--- config.mk ---
export PLATFORM = sky130hd
export DESIGN_NAME = fls_ctrl
export DESIGN_NICKNAME = d
export VERILOG_FILES = /design/src/design/fls_pkg.sv /design/src/design/fls_bus_cycle.sv /design/src/design/fls_sts_watch.sv /design/src/design/fls_ctrl.sv
export VERILOG_INCLUDE_DIRS = /design/src /design/src/design
export SDC_FILE = /design/constraint.sdc
export NUM_CORES = 1
export LEC_CHECK = 0
export BUFFER_PORTS_ARGS = -buffer_cell sky130_fd_sc_hd__buf_4
export CAP_MARGIN = 5
export CORE_UTILIZATION = 30
export DETAILED_ROUTE_END_ITERATION = 10
export PLACE_DENSITY = 0.6
export SLEW_MARGIN = 20
export SYNTH_ARGS = -nofsm -noshare
export SYNTH_HDL_FRONTEND = slang
export SYNTH_SLANG_ARGS = --single-unit
--- constraint.sdc ---
create_clock -name core_clk_i -period 2.05 [get_ports core_clk_i]
set_input_delay 0.1025 -clock core_clk_i [delete_from_list [all_inputs] [get_ports core_clk_i]]
set_output_delay 0.1025 -clock core_clk_i [all_outputs]
set_load 0.1 [all_outputs]
--- src/design/fls_consts.svh ---
// constants for the flash lock/status host controller: offsets, fields, commands, timing
`ifndef FLS_CONSTS_SVH
`define FLS_CONSTS_SVH

// =====================================================================
// device command codes
`define FLS_CMD_READ_STATUS      8'h70
`define FLS_CMD_READ_ARRAY       8'hFF
`define FLS_CMD_CONFIRM          8'hD0
`define FLS_CMD_BUF_SETUP        8'hE8
`define FLS_CMD_CLEAR_STATUS     8'h50
`define FLS_CMD_LOCK_CLEAR_SETUP 8'h60
`define FLS_CMD_STS_CONFIG       8'hB8

// =====================================================================
// operation status bit positions and masks
`define FLS_SR_READY      7
`define FLS_SR_ERASE_ERR  5
`define FLS_SR_WRITE_ERR  4
`define FLS_SR_VLOW       3
`define FLS_SR_PROTECT    1
`define FLS_SR_VALID_MASK 8'hFE
`define FLS_SR_BUSY_MASK  8'h80
`define FLS_XSR_MASK      8'h80
`define FLS_STS_CODE_MAX  8'h03

// =====================================================================
// register word indices on the avalon slave
`define FLS_REG_CTRL   3'h0
`define FLS_REG_CONFIG 3'h1
`define FLS_REG_STATUS 3'h2
`define FLS_REG_SR     3'h3
`define FLS_REG_XSR    3'h4

// =====================================================================
// field positions
`define FLS_CTRL_OP_LSB    0
`define FLS_CTRL_CODE_LSB  8
`define FLS_CFG_WP_BIT     0
`define FLS_CFG_RP_BIT     1
`define FLS_CFG_AUTOCLR_BIT 2
`define FLS_CONFIG_RESET   3'h0

// =====================================================================
// bus timing, ns and derived 125 MHz cycles (minimums round up)
`define FLS_CLK_PERIOD_NS  8
`define FLS_T_SETUP_NS     20
`define FLS_T_STROBE_NS    100
`define FLS_T_READ_NS      120
`define FLS_T_HOLD_NS      20
`define FLS_CYC(t)         (((t) + `FLS_CLK_PERIOD_NS - 1) / `FLS_CLK_PERIOD_NS)
`define FLS_ADDR_W         21

`endif

--- src/design/fls_pkg.sv ---
// types shared by the flash lock/status host controller
package fls_pkg;

  // =====================================================================
  // software operations, coded in the order listed
  typedef enum logic [2:0] {
    OP_READ_STATUS, OP_CLEAR_STATUS, OP_CLEAR_LOCKS, OP_STS_CONFIG, OP_READ_ARRAY, OP_PROBE_BUFFER
  } fls_op_t;

  // status pin modes as configured in the device
  typedef enum logic [1:0] {STS_LEVEL, STS_PULSE_ERASE, STS_PULSE_WRITE, STS_PULSE_ANY} fls_sts_mode_t;

  // host sequencer states
  typedef enum logic [2:0] {
    ST_IDLE, ST_CMD1, ST_CMD2, ST_WAIT_STS, ST_READ, ST_CHECK, ST_CLEAR
  } fls_state_t;

  // bus cycle phases
  typedef enum logic [1:0] {PH_IDLE, PH_SETUP, PH_STROBE, PH_HOLD} fls_phase_t;

endpackage : fls_pkg

--- src/design/fls_bus_cycle.sv ---
// one sram-style write or read cycle on the flash pins
`timescale 1ns/100ps
`include "fls_consts.svh"
module fls_bus_cycle (
  input  wire logic       core_clk_i,
  input  wire logic       reset_n_i,
  input  wire logic       start_i,
  input  wire logic       write_i,
  input  wire logic [7:0] wdata_i,
  input  wire logic [7:0] dq_i,
  output logic            done_o,
  output logic [7:0]      rdata_o,
  output logic            ce_n_o,
  output logic            we_n_o,
  output logic            oe_n_o,
  output logic [7:0]      dq_o,
  output logic            dq_oe_o
);
  import fls_pkg::*;

  localparam logic [4:0] SETUP_CYC = 5'(`FLS_CYC(`FLS_T_SETUP_NS));
  localparam logic [4:0] WR_CYC    = 5'(`FLS_CYC(`FLS_T_STROBE_NS));
  localparam logic [4:0] RD_CYC    = 5'(`FLS_CYC(`FLS_T_READ_NS));
  localparam logic [4:0] HOLD_CYC  = 5'(`FLS_CYC(`FLS_T_HOLD_NS));

  fls_phase_t phase_reg;
  logic [4:0] cnt_reg;
  logic       wr_reg;

  // =====================================================================
  // phase sequencer; data held through hold phase so the device latches on we rise
  always_ff @(posedge core_clk_i or negedge reset_n_i) begin
    if (!reset_n_i) begin
      phase_reg <= PH_IDLE;
      cnt_reg   <= 5'h0;
      wr_reg    <= 1'b0;
      done_o    <= 1'b0;
      rdata_o   <= 8'h0;
      ce_n_o    <= 1'b1;
      we_n_o    <= 1'b1;
      oe_n_o    <= 1'b1;
      dq_o      <= 8'h0;
      dq_oe_o   <= 1'b0;
    end else begin
      done_o <= 1'b0;
      unique case (phase_reg)
        PH_IDLE: if (start_i) begin
          phase_reg <= PH_SETUP;
          cnt_reg   <= SETUP_CYC;
          wr_reg    <= write_i;
          ce_n_o    <= 1'b0;
          dq_o      <= wdata_i;
          dq_oe_o   <= write_i;
        end
        PH_SETUP: if (cnt_reg == 5'h1) begin
          phase_reg <= PH_STROBE;
          cnt_reg   <= wr_reg ? WR_CYC : RD_CYC;
          we_n_o    <= !wr_reg;
          oe_n_o    <= wr_reg;
        end else cnt_reg <= cnt_reg - 5'h1;
        PH_STROBE: if (cnt_reg == 5'h1) begin
          phase_reg <= PH_HOLD;
          cnt_reg   <= HOLD_CYC;
          we_n_o    <= 1'b1;
          oe_n_o    <= 1'b1;
          if (!wr_reg) rdata_o <= dq_i;  // sampled at end of access time
        end else cnt_reg <= cnt_reg - 5'h1;
        PH_HOLD: if (cnt_reg == 5'h1) begin
          phase_reg <= PH_IDLE;
          ce_n_o    <= 1'b1;
          dq_oe_o   <= 1'b0;
          done_o    <= 1'b1;
        end else cnt_reg <= cnt_reg - 5'h1;
      endcase
    end
  end
endmodule : fls_bus_cycle

--- src/design/fls_sts_watch.sv ---
// watches the device status pin in level or pulse mode
`timescale 1ns/100ps
module fls_sts_watch (
  input  wire logic                  core_clk_i,
  input  wire logic                  reset_n_i,
  input  wire logic                  sts_i,
  input  fls_pkg::fls_sts_mode_t     mode_i,
  output logic                       ready_o,
  output logic                       pulse_o
);
  import fls_pkg::*;

  logic pin_reg;

  // =====================================================================
  // pin reads high when released; pull-up assumed on the board
  always_ff @(posedge core_clk_i or negedge reset_n_i) begin
    if (!reset_n_i) begin
      pin_reg <= 1'b1;
      ready_o <= 1'b0;
      pulse_o <= 1'b0;
    end else begin
      pin_reg <= sts_i;
      ready_o <= (mode_i == STS_LEVEL) && pin_reg;            // low means busy
      pulse_o <= (mode_i != STS_LEVEL) && !pin_reg && sts_i;  // end of a low pulse
    end
  end
endmodule : fls_sts_watch

--- src/design/fls_ctrl.sv ---
// host controller for flash lock clearing, status pin setup and status reads
`timescale 1ns/100ps
`include "fls_consts.svh"
module fls_ctrl (
  input  wire logic                   core_clk_i,
  input  wire logic                   reset_n_i,
  input  wire logic [2:0]             avs_address_i,
  input  wire logic                   avs_read_i,
  input  wire logic                   avs_write_i,
  input  wire logic [31:0]            avs_writedata_i,
  output logic      [31:0]            avs_readdata_o,
  output logic                        avs_waitrequest_o,
  output logic      [`FLS_ADDR_W-1:0] flash_addr_o,
  output logic                        flash_ce_n_o,
  output logic                        flash_we_n_o,
  output logic                        flash_oe_n_o,
  output logic      [7:0]             flash_dq_o,
  output logic                        flash_dq_oe_o,
  input  wire logic [7:0]             flash_dq_i,
  output logic                        reset_powerdown_n_o,
  output logic                        flash_wp_o,
  input  wire logic                   status_output_pin_i
);
  import fls_pkg::*;

  fls_state_t    state_reg;
  fls_op_t       op_reg;
  fls_sts_mode_t sts_mode_reg;
  logic [7:0]    code_reg;
  logic [7:0]    sr_reg;
  logic [7:0]    xsr_reg;
  logic          go_reg;
  logic          launched_reg;
  logic          cyc_start_reg;
  logic          cyc_write_reg;
  logic [7:0]    cyc_data_reg;
  logic          auto_clear_reg;
  logic          rp_prev_reg;
  logic          seq_err_reg;
  logic          lock_unknown_reg;
  logic          refused_reg;
  logic          pulse_seen_reg;
  logic          cyc_done;
  logic [7:0]    cyc_rdata;
  logic          sts_ready;
  logic          sts_pulse;
  logic          ctrl_wr;
  logic          stat_wr;
  logic          busy;
  logic          refuse_set;
  logic          seq_err_set;

  // =====================================================================
  // helpers
  // bits 6..0 mean nothing while the machine is busy; bit 0 is reserved
  function automatic logic [7:0] sr_view(input logic [7:0] sr);
    sr_view = sr & (sr[`FLS_SR_READY] ? `FLS_SR_VALID_MASK : `FLS_SR_BUSY_MASK);
  endfunction : sr_view

  // both error bits together mark an improper command sequence
  function automatic logic is_seq_err(input logic [7:0] sr);
    is_seq_err = sr[`FLS_SR_ERASE_ERR] && sr[`FLS_SR_WRITE_ERR];
  endfunction : is_seq_err

  assign busy        = (state_reg != ST_IDLE) || go_reg;
  assign ctrl_wr     = avs_write_i && avs_waitrequest_o && (avs_address_i == `FLS_REG_CTRL);
  assign stat_wr     = avs_write_i && avs_waitrequest_o && (avs_address_i == `FLS_REG_STATUS);
  assign refuse_set  = ctrl_wr && (busy || !reset_powerdown_n_o
                       || (fls_op_t'(avs_writedata_i[`FLS_CTRL_OP_LSB +: 3]) == OP_STS_CONFIG
                           && avs_writedata_i[`FLS_CTRL_CODE_LSB +: 8] > `FLS_STS_CODE_MAX)
                       || (avs_writedata_i[`FLS_CTRL_OP_LSB +: 3] > 3'(OP_PROBE_BUFFER)));
  assign seq_err_set = (state_reg == ST_CHECK) && sr_reg[`FLS_SR_READY] && is_seq_err(sr_reg);

  // =====================================================================
  // bus cycle engine and status pin monitor
  fls_bus_cycle u_cycle (
    .core_clk_i (core_clk_i),
    .reset_n_i  (reset_n_i),
    .start_i    (cyc_start_reg),
    .write_i    (cyc_write_reg),
    .wdata_i    (cyc_data_reg),
    .dq_i       (flash_dq_i),
    .done_o     (cyc_done),
    .rdata_o    (cyc_rdata),
    .ce_n_o     (flash_ce_n_o),
    .we_n_o     (flash_we_n_o),
    .oe_n_o     (flash_oe_n_o),
    .dq_o       (flash_dq_o),
    .dq_oe_o    (flash_dq_oe_o)
  );

  fls_sts_watch u_sts (
    .core_clk_i (core_clk_i),
    .reset_n_i  (reset_n_i),
    .sts_i      (status_output_pin_i),
    .mode_i     (sts_mode_reg),
    .ready_o    (sts_ready),
    .pulse_o    (sts_pulse)
  );

  // =====================================================================
  // avalon slave: one wait cycle per access, then a one-cycle release
  always_ff @(posedge core_clk_i or negedge reset_n_i) begin
    if (!reset_n_i) begin
      avs_waitrequest_o <= 1'b1;
      avs_readdata_o    <= 32'h0000_0000;
      go_reg            <= 1'b0;
      op_reg            <= OP_READ_STATUS;
      code_reg          <= 8'h00;
    end else begin
      go_reg <= 1'b0;
      if ((avs_read_i || avs_write_i) && avs_waitrequest_o) begin
        avs_waitrequest_o <= 1'b0;
        avs_readdata_o    <= 32'h0000_0000;
        if (avs_read_i) begin
          unique case (avs_address_i)
            `FLS_REG_CTRL:   avs_readdata_o <= {16'h0000, code_reg, 5'h00, op_reg};
            `FLS_REG_CONFIG: avs_readdata_o <= {29'h0000_0000, auto_clear_reg, reset_powerdown_n_o, flash_wp_o};
            `FLS_REG_STATUS: avs_readdata_o <= {25'h000_0000, sts_mode_reg, pulse_seen_reg, refused_reg,
                                                lock_unknown_reg, seq_err_reg, busy};
            `FLS_REG_SR:     avs_readdata_o <= {24'h00_0000, sr_view(sr_reg)};
            `FLS_REG_XSR:    avs_readdata_o <= {24'h00_0000, xsr_reg & `FLS_XSR_MASK};
            default:         avs_readdata_o <= 32'h0000_0000;  // unmapped reads as zero
          endcase
        end
        if (ctrl_wr && !refuse_set) begin
          op_reg   <= fls_op_t'(avs_writedata_i[`FLS_CTRL_OP_LSB +: 3]);
          code_reg <= avs_writedata_i[`FLS_CTRL_CODE_LSB +: 8];
          go_reg   <= 1'b1;
        end
      end else begin
        avs_waitrequest_o <= 1'b1;
      end
    end
  end

  // =====================================================================
  // pin straps written by software; reset/power-down low also resets the device
  always_ff @(posedge core_clk_i or negedge reset_n_i) begin
    if (!reset_n_i) begin
      flash_wp_o          <= 1'b0;
      reset_powerdown_n_o <= 1'b0;
      auto_clear_reg      <= 1'b0;
      rp_prev_reg         <= 1'b0;
    end else begin
      rp_prev_reg <= reset_powerdown_n_o;
      if (avs_write_i && avs_waitrequest_o && avs_address_i == `FLS_REG_CONFIG) begin
        flash_wp_o          <= avs_writedata_i[`FLS_CFG_WP_BIT];
        reset_powerdown_n_o <= avs_writedata_i[`FLS_CFG_RP_BIT];
        auto_clear_reg      <= avs_writedata_i[`FLS_CFG_AUTOCLR_BIT];
      end
    end
  end

  // =====================================================================
  // sticky flags: hardware set wins over a software write-one clear
  always_ff @(posedge core_clk_i or negedge reset_n_i) begin
    if (!reset_n_i) begin
      seq_err_reg    <= 1'b0;
      refused_reg    <= 1'b0;
      pulse_seen_reg <= 1'b0;
    end else begin
      seq_err_reg    <= seq_err_set || (seq_err_reg && !(stat_wr && avs_writedata_i[1]));
      refused_reg    <= refuse_set || (refused_reg && !(stat_wr && avs_writedata_i[3]));
      pulse_seen_reg <= sts_pulse || (pulse_seen_reg && !(stat_wr && avs_writedata_i[4]));
    end
  end

  // =====================================================================
  // operation sequencer
  always_ff @(posedge core_clk_i or negedge reset_n_i) begin
    if (!reset_n_i) begin
      state_reg        <= ST_IDLE;
      launched_reg     <= 1'b0;
      cyc_start_reg    <= 1'b0;
      cyc_write_reg    <= 1'b0;
      cyc_data_reg     <= 8'h00;
      sr_reg           <= 8'h00;
      xsr_reg          <= 8'h00;
      sts_mode_reg     <= STS_LEVEL;
      lock_unknown_reg <= 1'b0;
      flash_addr_o     <= '0;
    end else begin
      cyc_start_reg <= 1'b0;
      flash_addr_o  <= '0;  // every command here takes any address
      if (!reset_powerdown_n_o) begin
        // device reset: pin mode back to level, any clear in flight is lost
        sts_mode_reg <= STS_LEVEL;
        if (rp_prev_reg && state_reg != ST_IDLE && op_reg == OP_CLEAR_LOCKS) begin
          lock_unknown_reg <= 1'b1;
        end
        if (!launched_reg || cyc_done) begin
          state_reg    <= ST_IDLE;
          launched_reg <= 1'b0;
        end
      end else begin
        unique case (state_reg)
          ST_IDLE: if (go_reg) begin
            state_reg <= ST_CMD1;
          end
          ST_CMD1: if (!launched_reg) begin
            launched_reg  <= 1'b1;
            cyc_start_reg <= 1'b1;
            cyc_write_reg <= 1'b1;
            unique case (op_reg)
              OP_READ_STATUS:  cyc_data_reg <= `FLS_CMD_READ_STATUS;
              OP_CLEAR_STATUS: cyc_data_reg <= `FLS_CMD_CLEAR_STATUS;
              OP_CLEAR_LOCKS:  cyc_data_reg <= `FLS_CMD_LOCK_CLEAR_SETUP;
              OP_STS_CONFIG:   cyc_data_reg <= `FLS_CMD_STS_CONFIG;
              OP_READ_ARRAY:   cyc_data_reg <= `FLS_CMD_READ_ARRAY;
              OP_PROBE_BUFFER: cyc_data_reg <= `FLS_CMD_BUF_SETUP;
            endcase
          end else if (cyc_done) begin
            launched_reg <= 1'b0;
            unique case (op_reg)
              OP_CLEAR_LOCKS, OP_STS_CONFIG: state_reg <= ST_CMD2;
              OP_READ_STATUS, OP_PROBE_BUFFER: state_reg <= ST_READ;
              default: state_reg <= ST_IDLE;
            endcase
          end
          ST_CMD2: if (!launched_reg) begin
            // confirm for the lock clear, configuration code for the pin
            launched_reg  <= 1'b1;
            cyc_start_reg <= 1'b1;
            cyc_write_reg <= 1'b1;
            cyc_data_reg  <= (op_reg == OP_CLEAR_LOCKS) ? `FLS_CMD_CONFIRM : code_reg;
          end else if (cyc_done) begin
            launched_reg <= 1'b0;
            state_reg    <= ST_WAIT_STS;
          end
          // in level mode skip bus polling while the pin still shows busy
          ST_WAIT_STS: if (sts_mode_reg != STS_LEVEL || sts_ready) begin
            state_reg <= ST_READ;
          end
          ST_READ: if (!launched_reg) begin
            launched_reg  <= 1'b1;
            cyc_start_reg <= 1'b1;
            cyc_write_reg <= 1'b0;
          end else if (cyc_done) begin
            launched_reg <= 1'b0;
            if (op_reg == OP_PROBE_BUFFER) begin
              xsr_reg   <= cyc_rdata;
              state_reg <= ST_IDLE;
            end else begin
              sr_reg    <= cyc_rdata;
              state_reg <= (op_reg == OP_READ_STATUS) ? ST_IDLE : ST_CHECK;
            end
          end
          ST_CHECK: if (!sr_reg[`FLS_SR_READY]) begin
            state_reg <= ST_READ;  // still busy: poll again
          end else if (op_reg == OP_STS_CONFIG) begin
            if (!is_seq_err(sr_reg)) begin
              sts_mode_reg <= fls_sts_mode_t'(code_reg[1:0]);
            end
            state_reg <= ST_IDLE;
          end else begin
            // failed clear (bad sequence, low voltage or protect) keeps locks as they were
            if (!sr_reg[`FLS_SR_ERASE_ERR]) begin
              lock_unknown_reg <= 1'b0;
            end
            state_reg <= (sr_reg[`FLS_SR_ERASE_ERR] && auto_clear_reg) ? ST_CLEAR : ST_IDLE;
          end
          ST_CLEAR: if (!launched_reg) begin
            launched_reg  <= 1'b1;
            cyc_start_reg <= 1'b1;
            cyc_write_reg <= 1'b1;
            cyc_data_reg  <= `FLS_CMD_CLEAR_STATUS;
          end else if (cyc_done) begin
            launched_reg <= 1'b0;
            state_reg    <= ST_IDLE;
          end
        endcase
      end
    end
  end
endmodule : fls_ctrl

==> results_dict.tcl <==
set metrics [dict create \
    fin_crit_ns 2.019 \
    htree_num_levels 3 \
    final_common_cell "dfrtp_1" \
    largest_register_ffs 16 \
    crit_family "simple AND/OR/NAND/NOR gates" \
    timing.fmax_ghz 0.4954 \
    grt_use_total 0.1438 \
    slowest_stage "or3_4" \
    area_growth_pct 25.12 \
    drt_iter0_markers 197 \
    preCtsSetupSlack_ns 0.06197 \
    fin_ws_ns 0.03139 \
    setup_tns_ns 0 \
    start_kind "flop" \
    antenna_found_initial 0 \
    ys.flop_type "dfrtp_1" \
    clockBufferDepth 2 \
    cp-end-kind "flop" \
    fin_crit_sh 0.9847 \
    overflow 0 \
    synth.cell_area_um2 4613 \
    slew_headroom 0.5043 \
    setup.worst_path.class "flop to flop" \
    n_antenna_cell 0 \
    wl_met1_um 4984 \
    ys_seq_elements 92 \
    dieHeight_um 126.0 \
    numCtsBuffers 9 \
    route.met3.wl_um 393 \
    gp_congestion 0.8184 \
    fin_nets 568 \
    fin_skew_ns 0.006475 \
    cp.arrival_ns 2.25 \
    postPlaceCellArea_um2 5245 \
    drt_wl_total_um 10560 \
    synthArstFlopShare 1.000 \
    total_power_uw 8036 \
    met2_length_um 4962 \
    maxCapViolations 0 \
    syn_inst 425 \
    final-hold-violation-count 0 \
    cp_max_fo 6 \
    instances_no_fill 703 \
    firstDrtPassIters 4 \
    avgRoutedWirePerCell_um 15.03 \
    drv_slew 0 \
    rsz0062_at_grt "true" \
    port_buffers 58 \
    yosysUniqueCellTypes 60 \
    final_cell_mix "86 x dfrtp_1, 76 x buf_4, 37 x conb_1, 33 x nand2_1, 27 x mux2_2" \
    path_clk_slew_ns 0.07 \
    crit_buf_inv 1 \
    power.density_nw_per_um2 1392 \
    die_x_um 126.0 \
    status "finished, final reports clean" \
    cts-root-buf "clkbuf_16" \
    cpPeakStageDelay_ns 0.39 \
    cts_sinks 92 \
    tightest_slew_ns 0.7434 \
    dieArea_um2 15880 \
    core_area_um2 14750 \
    grt_max_degree 36 \
    worst_path_most_repeated_cell "or3_4" \
    synth_edf_count 0 \
    placed_cells 669 \
    grt_pass1_vias 3405 \
    crit_required_ns 2.28 \
    yosysWarnings 0 \
    dp_hpwl_um 7654 \
    holdCritPathClass "primary input to flop" \
    finalSetupViolations 0 \
    stdcell_area_um2 5772 \
    ir_drop_mv 0.5633 \
    drive_above_1_share 0.2736 \
    path_cells "or3_4, or3_4, and4bb_1, buf_6, mux2_1" \
    vias 3411 \
    cts_tree "yes" \
    p_leak_uw 0.002699 \
    route.detailed.drc 0 \
    syn_area_per_cell_um2 10.85 \
    start_util 0.3127 \
    clk-insertion-delay-late_ns 0.35 \
    ant_nets 0 \
    grt_pass1_wl_um 17760 \
    topRoutingLayerUsed "met4" \
    vias_per_cell 4.852 \
    rows 44 \
    seq_area_frac_synth 0.5004 \
    regMostFlops "avs_readdata_o" \
    io_pins 116 \
]
-- timing repair --
action,4_1_cts,5_1_grt
setup endpoints to repair,0,7
endpoints found under the hold margin,47,0
buffers inserted,0,0
hold buffers,18,0
gates resized for setup,0,6
-- layer usage --
| layer | global-route usage | vias to the layer above |
|---|---|---|
| met5 | 0 | - |
| met3 | 0.02549 | 15 |
| met2 | 0.2275 | 94 |
| li1 | - | 1641 |
| met1 | 0.1922 | 1661 |
| met4 | 0.06520 | 0 |
-- path summary, 6_finish.rpt --
kind,slack [ns],end,depth (start not counted),startpoint
setup / recovery,0.03,code_reg[5],5,state_reg[1]
hold reg to reg,0.43,pulse_seen_reg,1,u_sts.pulse_o
setup reg to reg,0.03,code_reg[5],5,state_reg[1]
min in group asynchronous,0.24,avs_readdata_o[3],2,reset_n_i
hold / removal,0.008,op_reg[2],2,avs_writedata_i[2]
max in group asynchronous,1.14,u_cycle.oe_n_o,3,reset_n_i
-- power breakdown --
| part | total, uW | internal (uW) | switching [uW] |
|---|---|---|---|
| clock network | 1800 | 1070 | 725 |
| registers | 2810 | 2360 | 454 |
| logic | 3420 | 1190 | 2240 |
-- cell usage after synthesis (3+ instances only) --
| master | number | area share |
|---|---|---|
| mux2_2 | 28 | 0.068 |
| mux2i_1 | 4 | 0.0087 |
| inv_1 | 12 | 0.0098 |
| nor2_1 | 26 | 0.021 |
| o21ai_0 | 15 | 0.016 |
| nor3_1 | 4 | 0.0043 |
| buf_4 | 38 | 0.062 |
| and2_1 | 4 | 0.0054 |
| ha_1 | 6 | 0.016 |
| nor2b_1 | 11 | 0.015 |
| a211oi_1 | 4 | 0.0065 |
| clkbuf_1 | 13 | 0.011 |
| a2bb2oi_1 | 4 | 0.0076 |
| dfrtp_1 | 87 | 0.47 |
| o211ai_1 | 3 | 0.0049 |
| a22o_1 | 12 | 0.023 |
| nand2_1 | 33 | 0.027 |
| a21o_1 | 5 | 0.0081 |
| xor2_1 | 3 | 0.0057 |
| nand3b_1 | 5 | 0.0081 |
| nand3_1 | 6 | 0.0065 |
| buf_1 | 3 | 0.0024 |
| a21oi_1 | 21 | 0.023 |
| dfstp_2 | 5 | 0.028 |
| nand2b_1 | 4 | 0.0054 |
| nor3b_1 | 6 | 0.0098 |
| nor4_1 | 3 | 0.0041 |
| mux2_1 | 10 | 0.024 |
| a31oi_1 | 4 | 0.0054 |
| o31ai_1 | 5 | 0.0081 |
-- worst register-to-register path, delay by kind of cell, from the launching register on --
| family | cells | cell delay [ns] |
|---|---|---|
| buffers and inverters | 1 | 0.15 |
| DFF | 1 | 0.38 |
| muxes | 1 | 0.32 |
| and+or+nand+nor | 3 | 1.04 |
-- per-stage QoR --
step | util | hold slack (ns)
CTS | 0.3896 | 0.002822
global route | 0.3912 | 0.004116
finish | 0.3912 | 0.008169
floorplan | - | -0.1931
detailed placement | 0.3555 | 0.09140
global placement | 0.3552 | 0.09204
-- kinds of logic after synthesis --
group,share of synthesized area
AO/OA/AOI/OAI,0.1345
XOR/XNOR,0.005697
adder cells (fa/ha/maj),0.01627
buffers and inverters,0.08570
flip-flops,0.5004
multiplexers,0.1112
other,0.0008129
AND/OR/NAND/NOR,0.1454
-- cell type report --
class / instances / area (um2)
timing repair buffer: 97 / 793.3
clock buffer: 9 / 225.2
sequential: 92 / 2316
tap: 184 / 230.2
inverter: 12 / 45.04
multi-input combinational: 302 / 2064
clock inverter: 7 / 97.59
fill: 1421 / 8982
No activity file was read; power rests on OpenSTA's default activity.
